File: config.mk
export PLATFORM = sky130hd
export DESIGN_NAME = srs_top
export DESIGN_NICKNAME = d
export VERILOG_FILES = /design/src/pkg/srs_pkg.sv /design/src/srs_top.sv /design/src/srs_clk_detect.sv
export SDC_FILE = /design/constraint.sdc
export NUM_CORES = 1
export LEC_CHECK = 0
export BUFFER_PORTS_ARGS = -buffer_cell sky130_fd_sc_hd__buf_2
export CELL_PAD_IN_SITES_DETAIL_PLACEMENT = 2
export CELL_PAD_IN_SITES_GLOBAL_PLACEMENT = 2
export CORE_MARGIN = 5
export CORE_UTILIZATION = 26
export CTS_CLUSTER_SIZE = 20
export DETAILED_ROUTE_END_ITERATION = 6
export PLACE_DENSITY_LB_ADDON = 0.1
export SYNTH_ARGS = -nofsm -noshare
export SYNTH_HDL_FRONTEND = slang
export SYNTH_SLANG_ARGS = --single-unit
File: constraint.sdc
create_clock -name mclk_i -period 4 [get_ports mclk_i]
set_clock_uncertainty 0.05 [all_clocks]
set_input_delay 0.4 -clock mclk_i [delete_from_list [all_inputs] [get_ports mclk_i]]
set_output_delay 0.4 -clock mclk_i [all_outputs]
set_load 0.1 [all_outputs]
File: src/pkg/srs_pkg.sv
// Package holding timing constants and states of the startup reset sequencer.
package srs_pkg;

  // ==========================================================================
  // Clock rate
  // ==========================================================================
  localparam int unsigned CLK_HZ = 40000000;

  // ==========================================================================
  // Times in their own units, as printed
  // ==========================================================================
  localparam int unsigned POR_TYP_US = 3000;
  localparam int unsigned POR_MIN_US = 1500;
  localparam int unsigned CLKREQ_DLY_US = 120;
  localparam int unsigned SLEEP_MIN_US = 4200;
  localparam int unsigned CTS_HOLD_MS = 50;

  // ==========================================================================
  // Derived cycle counts (cycles per unit rounded down)
  // ==========================================================================
  localparam int unsigned POR_TYP_CYC = (POR_TYP_US * (CLK_HZ / 1000000));
  localparam int unsigned CLKREQ_DLY_CYC =
    (CLKREQ_DLY_US * (CLK_HZ / 1000000));
  localparam int unsigned SLEEP_MIN_CYC = (SLEEP_MIN_US * (CLK_HZ / 1000000));
  localparam int unsigned CTS_HOLD_CYC = (CTS_HOLD_MS * (CLK_HZ / 1000));

  // Low-power clock detection window and edge count.
  localparam int unsigned LPC_WIN_CYC = 4096;
  localparam int unsigned LPC_MIN_EDGES = 4;

  // Width of all down counters.
  localparam int unsigned CNT_W = 24;

  // Sequencer states.
  typedef enum logic [2:0] {
    ST_RESET,
    ST_SLEEP,
    ST_RESOLVE,
    ST_BOOT
  } srs_state_type;

endpackage

File: src/srs_top.sv
// Startup reset sequencer: reset merge, clock request, sleep and boot.
`timescale 1ns/1ps
// Notes on behaviour
// Reset held while either reset asserted.
// Power-on reset lasts typically 3 ms.
// Both reset paths run same sequence. External reset after boot skips detection and reuses the old verdict.
// Clock request asserted 120 us after release.
// Sleep at least 4.2 ms after release.
// Host clocks stable by end of sleep.
// Crystal assumed when no TCXO present.
// Missing low-power clock selects internal one.
// Host holds clear-to-send high 50 ms.
// Boot after sleep and clock selection.
module srs_top
  import srs_pkg::*;
#(
  parameter int unsigned POR_CYC = POR_TYP_CYC,
  parameter int unsigned CLKREQ_CYC = CLKREQ_DLY_CYC,
  parameter int unsigned SLEEP_CYC = SLEEP_MIN_CYC,
  parameter int unsigned CTS_CYC = CTS_HOLD_CYC,
  parameter int unsigned LPC_WIN = LPC_WIN_CYC,
  parameter bit HAS_CLKREQ = 1'b1
) (
  input wire logic mclk_i,
  input wire logic reset_n_i,
  input wire logic ext_reset_n_i,
  input wire logic tcxo_present_i,
  input wire logic low_power_clock_input_i,
  input wire logic host_clear_to_send_in_i,
  output logic chip_reset_n_o,
  output logic clk_req_o,
  output logic sleep_o,
  output logic crystal_osc_en_o,
  output logic low_power_osc_en_o,
  output logic use_ext_lpc_o,
  output logic boot_o,
  output logic autobaud_o
);

  // ==========================================================================
  // Input synchronisers
  // ==========================================================================
  logic [1:0] rst_s_reg, lpc_s_reg, cts_s_reg, tcxo_s_reg;

  // Two flops per pin; only the second flop is read by logic.
  always_ff @(posedge mclk_i or negedge reset_n_i) begin
    if (!reset_n_i) begin
      rst_s_reg <= 2'h0;
      lpc_s_reg <= 2'h0;
      cts_s_reg <= 2'h3;
      tcxo_s_reg <= 2'h0;
    end else begin
      rst_s_reg <= {rst_s_reg[0], ext_reset_n_i};
      lpc_s_reg <= {lpc_s_reg[0], low_power_clock_input_i};
      cts_s_reg <= {cts_s_reg[0], host_clear_to_send_in_i};
      tcxo_s_reg <= {tcxo_s_reg[0], tcxo_present_i};
    end
  end

  // ==========================================================================
  // Power-on reset timer and reset merge
  // ==========================================================================
  logic [CNT_W-1:0] por_reg, por_next;
  logic por_act;
  logic glob_rst;

  // Power-on timer starts at power-up, modelled by reset_n_i release.
  always_comb begin
    por_next = por_reg;
    if (por_reg != '0) begin
      por_next = por_reg - CNT_W'(1);
    end
  end

  always_ff @(posedge mclk_i or negedge reset_n_i) begin
    if (!reset_n_i) begin
      por_reg <= CNT_W'(POR_CYC);
    end else begin
      por_reg <= por_next;
    end
  end

  assign por_act = (por_reg != '0);
  // Chip stays in reset until the later of the two is released.
  assign glob_rst = por_act || !rst_s_reg[1];

  // ==========================================================================
  // Post-reset sequencer
  // ==========================================================================
  srs_state_type st_reg, st_next;
  logic [CNT_W-1:0] tmr_reg, tmr_next;
  logic [CNT_W-1:0] cts_reg, cts_next;
  logic creq_reg, creq_next;
  logic boot_reg, boot_next;
  logic abd_reg, abd_next;
  logic xtal_reg, xtal_next;
  logic det_start;
  logic det_done;
  logic det_pres;

  // One sequence serves both reset paths; it restarts on any new reset, but detection restarts only on reset_n_i.
  always_comb begin
    st_next = st_reg;
    tmr_next = tmr_reg;
    cts_next = cts_reg;
    creq_next = creq_reg;
    boot_next = boot_reg;
    abd_next = abd_reg;
    xtal_next = xtal_reg;
    if (glob_rst) begin
      st_next = ST_RESET;
      tmr_next = '0;
      cts_next = '0;
      creq_next = 1'b0;
      boot_next = 1'b0;
      abd_next = 1'b0;
    end else begin
      if (st_reg != ST_RESET && tmr_reg != {CNT_W{1'b1}}) begin
        tmr_next = tmr_reg + CNT_W'(1);
      end
      if (cts_reg != CNT_W'(CTS_CYC) && st_reg != ST_RESET) begin
        cts_next = cts_reg + CNT_W'(1);
        if (!cts_s_reg[1] && !boot_reg) begin
          abd_next = 1'b1;
        end
      end
      case (st_reg)
        ST_RESET: begin
          st_next = ST_SLEEP;
          tmr_next = CNT_W'(1);
          cts_next = CNT_W'(1);
          xtal_next = !tcxo_s_reg[1];
        end
        ST_SLEEP: begin
          if (HAS_CLKREQ && tmr_reg >= CNT_W'(CLKREQ_CYC)) begin
            creq_next = 1'b1;
          end
          if (tmr_reg >= CNT_W'(SLEEP_CYC)) begin
            st_next = ST_RESOLVE;
          end
        end
        ST_RESOLVE: begin
          if (det_done) begin
            st_next = ST_BOOT;
            boot_next = 1'b1;
          end
        end
        ST_BOOT: begin
          boot_next = 1'b1;
        end
        default: begin
          st_next = ST_RESET;
        end
      endcase
    end
  end

  always_ff @(posedge mclk_i or negedge reset_n_i) begin
    if (!reset_n_i) begin
      st_reg <= ST_RESET;
      tmr_reg <= '0;
      cts_reg <= '0;
      creq_reg <= 1'b0;
      boot_reg <= 1'b0;
      abd_reg <= 1'b0;
      xtal_reg <= 1'b0;
    end else begin
      st_reg <= st_next;
      tmr_reg <= tmr_next;
      cts_reg <= cts_next;
      creq_reg <= creq_next;
      boot_reg <= boot_next;
      abd_reg <= abd_next;
      xtal_reg <= xtal_next;
    end
  end

  // Detection runs during sleep, after the external clock had time to start.
  assign det_start = (st_reg == ST_RESOLVE);

  // ==========================================================================
  // Low-power clock detection
  // ==========================================================================
  logic det_rst_n;
  assign det_rst_n = reset_n_i;

  srs_clk_detect #(
    .WIN_CYC(LPC_WIN),
    .MIN_EDGES(LPC_MIN_EDGES)
  ) u_detect (
    .mclk_i(mclk_i),
    .reset_n_i(det_rst_n),
    .start_i(det_start),
    .clk_sync_i(lpc_s_reg[1]),
    .done_o(det_done),
    .present_o(det_pres)
  );

  // ==========================================================================
  // Outputs
  // ==========================================================================
  logic chip_rst_n_reg, chip_rst_n_next;
  logic use_ext_reg, use_ext_next;

  // Next values of the reset and clock selection outputs.
  always_comb begin
    chip_rst_n_next = !glob_rst;
    use_ext_next = use_ext_reg;
    if (det_done) begin
      use_ext_next = det_pres;
    end
  end

  // Registered reset and clock selection outputs.
  always_ff @(posedge mclk_i or negedge reset_n_i) begin
    if (!reset_n_i) begin
      chip_rst_n_reg <= 1'b0;
      use_ext_reg <= 1'b0;
    end else begin
      chip_rst_n_reg <= chip_rst_n_next;
      use_ext_reg <= use_ext_next;
    end
  end

  assign chip_reset_n_o = chip_rst_n_reg;
  assign clk_req_o = creq_reg;
  assign sleep_o = (st_reg == ST_SLEEP) || (st_reg == ST_RESOLVE);
  assign crystal_osc_en_o = xtal_reg;
  assign low_power_osc_en_o = det_done && !use_ext_reg;
  assign use_ext_lpc_o = use_ext_reg;
  assign boot_o = boot_reg;
  assign autobaud_o = abd_reg;
endmodule

File: src/srs_clk_detect.sv
// Activity detector for the low-power clock input.
`timescale 1ns/1ps
module srs_clk_detect
  import srs_pkg::*;
#(
  parameter int unsigned WIN_CYC = LPC_WIN_CYC,
  parameter int unsigned MIN_EDGES = LPC_MIN_EDGES
) (
  input wire logic mclk_i,
  input wire logic reset_n_i,
  input wire logic start_i,
  input wire logic clk_sync_i,
  output logic done_o,
  output logic present_o
);

  logic [CNT_W-1:0] win_reg, win_next;
  logic [7:0] edge_reg, edge_next;
  logic prev_reg, prev_next;
  logic run_reg, run_next;
  logic done_reg, done_next;
  logic pres_reg, pres_next;

  // Counts rising edges of the synchronised clock over a fixed window.
  always_comb begin
    win_next = win_reg;
    edge_next = edge_reg;
    prev_next = clk_sync_i;
    run_next = run_reg;
    done_next = done_reg;
    pres_next = pres_reg;
    if (start_i && !run_reg && !done_reg) begin
      run_next = 1'b1;
      win_next = CNT_W'(WIN_CYC);
      edge_next = 8'h00;
    end else if (run_reg) begin
      if (clk_sync_i && !prev_reg && edge_reg != 8'hff) begin
        edge_next = edge_reg + 8'h01;
      end
      if (win_reg == '0) begin
        run_next = 1'b0;
        done_next = 1'b1;
        pres_next = (edge_reg >= 8'(MIN_EDGES));
      end else begin
        win_next = win_reg - CNT_W'(1);
      end
    end
  end

  // Registers the detector state.
  always_ff @(posedge mclk_i or negedge reset_n_i) begin
    if (!reset_n_i) begin
      win_reg <= '0;
      edge_reg <= 8'h00;
      prev_reg <= 1'b0;
      run_reg <= 1'b0;
      done_reg <= 1'b0;
      pres_reg <= 1'b0;
    end else begin
      win_reg <= win_next;
      edge_reg <= edge_next;
      prev_reg <= prev_next;
      run_reg <= run_next;
      done_reg <= done_next;
      pres_reg <= pres_next;
    end
  end

  assign done_o = done_reg;
  assign present_o = pres_reg;
endmodule

Word level (Yosys, flattened, before mapping)
Cells that the tools add are included.
- $add $sub $neg: 5
- $mul: 0
- div/mod/pow operators: 0
- order comparisons: 3
- equal/unequal tests: 10
- shifts and indexed selects: 0
- muxes and demuxes: 28
- bitwise operators: 2
- reduce and logical (&&, ||, !) cells: 40
- operator list (operator ; number):
    $mux 24 ; 9
    $add 24x1->24 const B ; 2
    $sub 24x1->24 const B ; 2
    $ge 24x13->1 const B ; 1
    $ge 24x18->1 const B ; 1
    $logic_not 24->1 ; 1
    $mux 8 ; 3
    $ne 24x21->1 const B ; 1
    $ne 24x24->1 const B ; 1
    $reduce_bool 24->1 ; 1
    $pmux 3 s4 ; 1
    $reduce_and 2->1 ; 6
    $reduce_bool 2->1 ; 6
    $reduce_bool 3->1 ; 4
    $mux 1 ; 11
    $logic_not 1->1 ; 9
    $mux 3 ; 3
    $add 8x1->8 const B ; 1
    $ge 8x3->1 const B ; 1
    $logic_and 1x1->1 ; 8
    $ne 8x8->1 const B ; 1
    $eq 3x2->1 const B ; 2
    $ne 3x3->1 const B ; 2
    $reduce_and 3->1 ; 2
    7 further kinds ; 9
- flip-flop bits (word level): 125
- latch bits: 0
- RAM bits: 0
- memory bits (read-only): 0
- bits of input ports: 6
- output and inout port bits: 8
- word-level logic and storage cells: 108
- memories kept: 0

Longest topological paths before layout
Gate-level depths: netlist (run 1).
- word-level depth: 6
- depth in mapped cells: 8
- mapped depth without buffers: 8

Cells and area by module
Synthesis (run 1) repeated with hierarchy kept, for this count alone.
- cell total of the unflattened synthesis: 650
- area total of the unflattened synthesis: 6475.0 µm²
- by module, submodules not included (module ; times used ; cells an instance ; area each (µm²) ; seq. area each (µm²)):
    srs_top ; 1 ; 444 ; 4524.3 ; 2213.4
    srs_clk_detect ; 1 ; 206 ; 1950.6 ; 900.9

Worst setup path before layout (run 1)
No wires, ideal clock.
- path kind: register to output
- start: reg use_ext_reg, in the netlist use_ext_lpc_o
- end: out low_power_osc_en_o
- arrival: 2.220 ns
- required time: 3.550 ns
- slack: 1.330 ns
- stages on the path, launching flop included: 2
- path buffers: 0
- cell sequence: dfrtp_1 > nor2b_1
- longest elaborated chain between the ends: 2
- ends and longest elaborated chain (item ; RTL line ; RTL):
    start: declaration ; srs_top.sv:203 ; logic use_ext_reg, use_ext_next;
    start signal: assignment ; srs_top.sv:221 ; use_ext_reg <= use_ext_next;
    $logic_not 1->1 ; srs_top.sv:229 ; assign low_power_osc_en_o = det_done && !use_ext_reg;
    $logic_and 1x1->1 ; srs_top.sv:229 ;
    end: declaration ; srs_top.sv:34 ; output logic low_power_osc_en_o,
No other way between the ends.

Final worst setup path (run 1)
- start: reg por_reg[8]
- end: reg cts_reg[11]
- longest elaborated chain between the ends: 3
- elaborated cells between the ends (all ways): 4
- those cells by class: mux: 1; reduce/logical: 3
- ends and longest elaborated chain (item ; RTL line ; RTL):
    start: declaration ; srs_top.sv:63 ; logic [CNT_W-1:0] por_reg, por_next;
    start signal: assignment ; srs_top.sv:77 ; por_reg <= CNT_W'(POR_CYC);
    start signal: assignment ; srs_top.sv:79 ; por_reg <= por_next;
    $reduce_bool 24->1 * ; srs_top.sv:83 ; assign por_act = (por_reg != '0);
    $logic_or 1x1->1 * ; srs_top.sv:85 ; assign glob_rst = por_act || !rst_s_reg[1];
    $reduce_bool 3->1 (no source line) or $mux 24 (tied branches) ; n/a ;
    end signal: assignment ; srs_top.sv:170 ; cts_reg <= cts_next;
    end: declaration ; srs_top.sv:92 ; logic [CNT_W-1:0] cts_reg, cts_next;
Mark *: on every way between the ends. The rest lies on a longest branch, timed or not.
A chain may end at the register's enable or synchronous reset.

==> key figures, run 1 <==
Outcome
  – Outcome: finished, violations left
  – Failing checks: hold timing

Drt
  – Pre-Repair DR Iteration Count: 4
  – Drt wl/cell: between 15 and 20 µm
  – Total Wirelength: approximately 17 mm
  – Drt drc: 0
  – Drt initial violations: 158
  – Antenna viol nets, final: 0
  – Routed via count: between 4000 and 5000
  – Vias per cell: ~4.8

CTS
  – Root Driver: clkbuf_16
  – Clock H-tree levels: 4
  – Clock-pin transition on the worst setup and hold timing paths: about 0.060 ns
  – CTS max path bufs: 2
  – Post-cts resize count: 0
  – CTS Sinks: about 120
  – CTS tree: built
  – Clk_lat worst skew: 0.42 ns
  – Clock buffer count from CTS: 17

Power
  – Net Sw Frac: a little over a third
  – Switching pwr: roughly 1.5 mW
  – Internal power: 2.72 mW
  – Combinational share of power: 25.3%
  – Reg power frac: between 30% and 40%
  – VDD IR-drop max: ~0.21 mV
  – Clock network power share: 36.5%
  – Static Leak: 3.15 nW
  – Power density cells: approximately 580 nW/µm²

Synth
  – Avg Cell Area, Syn: around 9.9 µm²
  – Post-synth EDFFs: 0
  – Most numerous cell in the Yosys netlist: dfrtp_1
  – Largest area contributor in the synthesized netlist: dfrtp_1
  – Top post-synthesis cells by area: dfrtp_1 (46%), xor2_1 (7.6%), nor2_1 (5.8%), dfstp_2 (3.8%), xnor2_1 (3.2%)
  – Syn_nets: 645
  – Synthesized cell area: about 6200 µm²
  – Sequential share of the synthesized area: roughly half
  – Async SR Flop Fraction: 100%
  – Distinct cell type count after synthesis: 62
  – FF+latch count, synth: 124
  – Most used DFF post-synth: dfrtp_1
  – Yosys warning count: 0
  – Area share of the largest cell type after synthesis: between 40% and 50%
  – Top cells by count, synth: dfrtp_1 (115), nor2_1 (96), xor2_1 (54), nand2_1 (39), nand3_1 (33)
  – Synth Instances: ~630

Global route
  – Pin count of the biggest net entering global routing: approximately 80
  – First-pass GRT wire length: 27.6 mm
  – Antenna violations before repair: 0
  – Gr ovfl total: 0
  – GRT Total Usage: between 10% and 20%
  – Vias in the first global route: about 5300

Timing
  – WHS: -0.0127 ns
  – Fin. max-slew vios: 0
  – Endpoints failing setup: 0
  – Final Cycle Share: about 74%
  – Relative slew slack: roughly 43%
  – Setup_tns: 0 ns
  – RSZ-0062 raised after global routing: false
  – Final hold vios: 6
  – Slew @ Worst Pin: ~0.85 ns
  – Fin crit period: 2.95 ns
  – Max Freq: between 300 and 400 MHz

Worst setup path
  – CP Max Fanout: 22
  – Crit path DAT: around 3.2 ns
  – Slowest stage delay, CP: about 0.60 ns
  – Slowest cell on crit path: or4_1
  – CP startpoint kind: register
  – CP Capture Type: register
  – Setup CP Type: register to register
  – Register-to-register setup slack: about 1.1 ns
  – Cell chain of the critical path: or4_1, nor2_1, nand4_2, buf_4, inv_2, nand2_1, buf_4, nor2_1
  – CP required: around 4.3 ns
  – R2R depth: 8

Job
  – Max cap viols: 0

Cells and area
  – Finished Cell Area: between 7000 and 8000 µm²
  – Area Overhead vs Synth: 16.8%
  – Fin nets: about 670
  – Layout cells sized above 1: 12.4%
  – Diodes inserted: 0
  – Fillcell total: 2588

Floorplan
  – Die Area: approximately 27000 µm²
  – Initial Util: approximately a quarter
  – Num ports: 14
  – Core area: ~23000 µm²
  – # rows: 56
  – Die Wd: about 160 µm
  – DIE HEIGHT: 165 µm

Placement
  – Placed Instance Area: between 6000 and 7000 µm²
  – Half-perimeter wire length after detailed placement: approximately 11 mm
  – GPL Wtd Cong: approximately 0.7
  – I/O Buffers: 13

Hold path
  – Hold crit path type: input port to asynchronous set/reset pin
## metrics by stage
step                util (%)  total power [mW]  setup slack, ns  hold slack, ns  std cells
finish                  30.9              4.23             1.05         -0.0127        979
detailed placement      28.4              2.74             1.01           0.292        946
global route            30.9              4.50            0.855          0.0179        979
global placement        28.4              2.69             1.14           0.291        946
floorplan                  -              2.43             1.33          0.0544        625
CTS                     30.8              4.32            0.992         0.00293        978
## per-layer routing
metal	up-vias	wire [µm]	GRT usage, %
met5	-	0	0
met4	0	146	3.14
met3	7	400	3.49
met2	33	8100	22.2
met1	2455	7890	16.2
li1	2224	-	-
## worst max-delay path, delay by kind of cell (launching register included)
| family | cells | cell delay [ns] |
|---|---|---|
| flops | 1 | 0.38 |
| buf+inv | 3 | 0.79 |
| simple gates | 5 | 1.64 |
## kinds of logic after synthesis
| family | count (synthesis) | share of synthesized area [%] |
|---|---|---|
| xor+xnor | 77 | 10.9 |
| fa+ha+maj | 14 | 2.82 |
| buf+inv | 41 | 2.54 |
| flops | 124 | 50.2 |
| simple gates | 298 | 25.7 |
| compound gates | 67 | 7.22 |
| mux | 4 | 0.665 |
## cells in the final DEF, fill, tap and decap left out, types with 3 or more instances in the layout
cell,count
nor3b_1,3
a21oi_1,17
clkinvlp_4,4
o21ai_0,19
buf_4,7
o31ai_1,4
nand3_1,33
nand3b_1,3
nor2b_1,5
nor2_1,96
mux2i_1,3
clkbuf_1,3
nor4_1,6
o2111ai_1,5
nor4b_1,4
clkbuf_16,17
nand2_1,39
nand2b_1,6
xor2_1,54
xnor2_1,23
nor3_1,31
nor4_2,6
nand4_1,15
or3_1,17
ha_1,14
or4_1,7
buf_2,12
dfrtp_1,115
inv_1,22
and3_1,9
dfstp_2,9
## final timing paths
path	startpoint	end
setup / recovery	por_reg[8]$_DFFE_PN0P_	cts_reg[11]$_DFFE_PN0P_
hold / removal	reset_n_i	tmr_reg[14]$_DFFE_PN0P_
setup reg to reg	por_reg[8]$_DFFE_PN0P_	cts_reg[11]$_DFFE_PN0P_
hold reg to reg	rst_s_reg[0]$_DFF_PN0_	rst_s_reg[1]$_DFF_PN0_
max in group asynchronous	reset_n_i	por_reg[16]$_DFFE_PN1P_
min in group mclk_i	tcxo_present_i	tcxo_s_reg[0]$_DFF_PN0_
## final cells by class
type | count | area [µm²] | area share, %
multi-input cells | 460 | 2940 | 40.5
well taps | 319 | 399 | 5.50
clock buffers | 22 | 464 | 6.40
flip-flops and latches | 124 | 3110 | 43.0
inverters | 23 | 86.3 | 1.19
repair buffers | 21 | 134 | 1.85
clock inverters | 10 | 118 | 1.62
## power by group through the flow
stage                     Sequential, mW  Combinational, mW  Clock [mW]
final                               1.62               1.07        1.54
after global routing                1.65               1.20        1.65
after CTS                           1.62               1.10        1.60
after detailed placement            1.64               1.10           0
after global placement              1.63               1.06           0
after floorplan                     1.67              0.756           0
## repair_timing
action | in CTS | in global routing
buffers inserted | 0 | 0
hold buffers | 0 | 1
setup endpoints to repair | 0 | 0
hold endpoints to repair | 0 | 1
(Power assumes the default switching activity.)
==> inputs of run 2 (changes only) <==
--- a/config.mk
+++ b/config.mk
@@ -5,6 +5,7 @@
 export SDC_FILE = /design/constraint.sdc
 export NUM_CORES = 1
 export LEC_CHECK = 0
+export ABC_AREA = 1
 export BUFFER_PORTS_ARGS = -buffer_cell sky130_fd_sc_hd__buf_2
 export CELL_PAD_IN_SITES_DETAIL_PLACEMENT = 2
 export CELL_PAD_IN_SITES_GLOBAL_PLACEMENT = 2
==> constraint.sdc (replaced) <==
create_clock -name mclk_i -period 3.1 [get_ports mclk_i]
set_clock_uncertainty 0.05 [all_clocks]
set_input_delay 0.31 -clock mclk_i [delete_from_list [all_inputs] [get_ports mclk_i]]
set_output_delay 0.31 -clock mclk_i [all_outputs]
set_load 0.1 [all_outputs]
==> run 2 against run 1 <==
The run now ends clean. First-iteration DRC count is 8.2% lower. Wire length is 25% higher. Count of clock-buffer cells in the layout shrank 2. Power rose by 39%. Cell area rose by 10%. Via count grew 28%. Clock power up 40%. Critical path type unchanged. Largest cell class is now multi-input gates.
==> key figures, run 2 <==
Cells and area
  – Diodes inserted: 0
  – Seq. cell area: roughly 3100 µm²
  – Area Overhead vs Synth: 16.7%
  – Area taken by multi-input logic gates: between 3000 and 4000 µm²
  – Final non-filler cell total: between 1000 and 1500
  – Finished Core Util: between 30 and 40%
  – Fillcell total: roughly 3100
  – Most common cell after layout, fill and taps aside: nand2_1
  – Fin nets: ~950
  – Layout cells sized above 1: between 10% and 20%
  – Commonest non-fill, non-tap cells in the layout: nand2_1 (175), nor2_1 (142), inv_1 (117)

Worst setup path
  – Crit path DAT: about 2.9 ns
  – Reg-to-Reg Start: por_reg[0]$_DFFE_PN0P_
  – CP startpoint kind: register
  – Cell chain of the critical path: inv_1, ha_1, nand2_1, nor2_1, nand2_1, nor2_4, nand2_4, nor2_8, nand2_2, clkinv_2, o21ai_2, o21ba_2
  – Slowest stage delay, CP: around 0.47 ns
  – Most Frequent Cell on Critical Path: nand2_1
  – Crit path buf inv count: 2
  – Worst Setup SP: por_reg[0]$_DFFE_PN0P_
  – CP Max Fanout: 35
  – CP Capture Type: register
  – CP top delay family: simple AND/OR/NAND/NOR gates
  – Setup CP Type: register to register
  – Slowest cell on crit path: clkinv_2
  – CP required: around 3.4 ns

Timing
  – WHS: approximately 0.30 ns
  – Relative slew slack: between 50% and 60%
  – Endpoints failing setup: 0
  – Fin crit period: 2.53 ns
  – Setup_tns: 0 ns
  – Final hold vios: 0
  – Fin. max-slew vios: 0
  – Max Freq: a little under 400 MHz
  – Final Cycle Share: a little over 80%
  – Slew @ Worst Pin: just under 0.7 ns
  – RSZ-0062 raised after global routing: false

Power
  – Static Leak: ~3.8 nW
  – Power density cells: 732 nW/µm²
  – VDD IR-drop max: 0.470 mV

Synth
  – Complex-gate fraction of the synthesized area: between 10% and 20%
  – Main combinational cell family by area after synthesis: simple AND/OR/NAND/NOR gates
  – Most numerous cell in the Yosys netlist: nand2_1
  – Distinct cell type count after synthesis: 46
  – Post-synthesis xor/xnor area fraction: between 2 and 2.5%
  – Top cells by count, synth: nand2_1 (175), nor2_1 (142), inv_1 (117), dfrtp_1 (115), a21oi_1 (58)
  – Mux contribution to synthesized area: 0%
  – Avg Cell Area, Syn: ~7.7 µm²
  – Largest area contributor in the synthesized netlist: dfrtp_1
  – Yosys warning count: 0
  – Synthesized cell area: 6850 µm²
  – Most used DFF post-synth: dfrtp_1
  – Adder-Cell Fraction of Synth Area: around 2.6%
  – Top post-synthesis cells by area: dfrtp_1 (42%), nand2_1 (9.6%), nor2_1 (7.8%), inv_1 (6.4%), a21oi_1 (4.2%)
  – Area share of the largest cell type after synthesis: between 40% and 50%
  – Synth Instances: ~890
  – Synth Area in Simple Gates: between 30 and 40%
  – Post-synth EDFFs: 0
  – Syn_nets: between 900 and 1000
  – Sequential share of the synthesized area: a little under half
  – FF+latch count, synth: approximately 120
  – Async SR Flop Fraction: between 90% and 100%

Hold path
  – HP Start: tcxo_s_reg[0]$_DFF_PN0_
  – Hold crit path type: register to register

Drt
  – Antenna viol nets, final: 0
  – Pre-Repair DR Iteration Count: 4
  – Routed via count: just over 6000
  – Total Wirelength: between 20 and 25 mm
  – Vias per cell: about 4.7
  – Drt initial violations: approximately 150
  – Drt wl/cell: 16.2 µm
  – Drt drc: 0

Global route
  – Grt met2 use: ~25%
  – Vias in the first global route: 6734
  – Gr ovfl total: 0
  – Most used routing layer: met2
  – Antenna violations before repair: 0
  – Grt met1 use: a little over 20%
  – First-pass GRT wire length: 35.4 mm
  – Met3 Track Usage GR: ~3.2%
  – GRT Total Usage: between 10% and 20%
  – Pin count of the biggest net entering global routing: 67

Floorplan
  – Initial Util: a little over a quarter
  – Die Area: ~30000 µm²
  – Num ports: 14
  – # rows: 59
  – DIE HEIGHT: 172 µm
  – Core area: around 26000 µm²
  – Die Wd: ~170 µm

Outcome
  – Outcome: finished clean

Placement
  – GPL Wtd Cong: roughly 0.75
  – Placed Cells: roughly 1200
  – I/O Buffers: 13
  – Half-perimeter wire length after detailed placement: 15.3 mm

CTS
  – Clock H-tree levels: 4
  – CTS Sinks: around 120
  – Post-CTS Hold Buffers: 5
  – Post-cts resize count: 0
  – # Post-CTS Setup Buffers: 0
  – Clk_lat worst skew: approximately 0.43 ns
  – Clock-pin transition on the worst setup and hold timing paths: about 0.060 ns
  – CTS tree: built
  – Clock buffer count from CTS: 17
  – CTS max path bufs: 2
  – Root Driver: clkbuf_16

Job
  – Max cap viols: 0
run 2: cell types whose count changed after synthesis, moves of 15 or more:
cell and change:
or3_1 -17, nand2_1 +136, inv_1 +95, nand3_1 +22, a21oi_1 +41, xnor2_1 -15
nor2_1 +46, xor2_1 -45, o21ai_0 +16
run 2: path summary, 6_finish.rpt:
path                       slack, ns  depth (start not counted)                                to
hold / removal                  0.30                          0           tcxo_s_reg[1]$_DFF_PN0_
setup reg to reg                0.57                         12           cts_reg[10]$_DFFE_PN0P_
max in group asynchronous       1.79                          3            por_reg[6]$_DFFE_PN1P_
hold reg to reg                 0.30                          0           tcxo_s_reg[1]$_DFF_PN0_
setup / recovery                0.57                         12           cts_reg[10]$_DFFE_PN0P_
min in group asynchronous       0.39                          2  u_detect.win_reg[19]$_DFFE_PN0P_
run 2: cell families after synthesis:
kind of cell,Yosys count
AOI/OAI and AO/OA,134
adders and majority gates,14
xor gates and xnor gates,17
and+or+nand+nor,468
buffers and inverters,135
DFF,124
run 2: through the flow:
step | total power [mW] | setup WS, ns | area [µm²]
2_1_floorplan | 3.27 | 0.585 | 6850
3_3_place_gp | 3.73 | 0.569 | 7330
3_5_place_dp | 3.76 | 0.528 | 7330
4_1_cts | 5.98 | 0.510 | 8000
5_1_grt | 6.27 | 0.219 | 8000
6_report | 5.85 | 0.568 | 8000
run 2: area by class of cell:
type | count | share of cell area [%]
Clock buffer | 20 | 5.59
Timing Repair Buffer | 25 | 2.33
Sequential cell | 124 | 38.9
Clock inverter | 12 | 2.11
Inverter | 125 | 5.88
Tap cell | 335 | 5.24
Multi-Input combinational cell | 633 | 39.9
run 2: routing by layer:
layer	vias to the layer above	wire length, µm
met5	-	0
met4	0	154
met3	15	377
met2	26	9810
met1	3019	10300
li1	2980	-
run 2: power breakdown:
part	switching, mW	internal [mW]	total, mW
Clock	0.793	1.36	2.15
Sequential	0.215	1.84	2.05
Combinational	1.18	0.464	1.65
Total	2.19	3.66	5.85
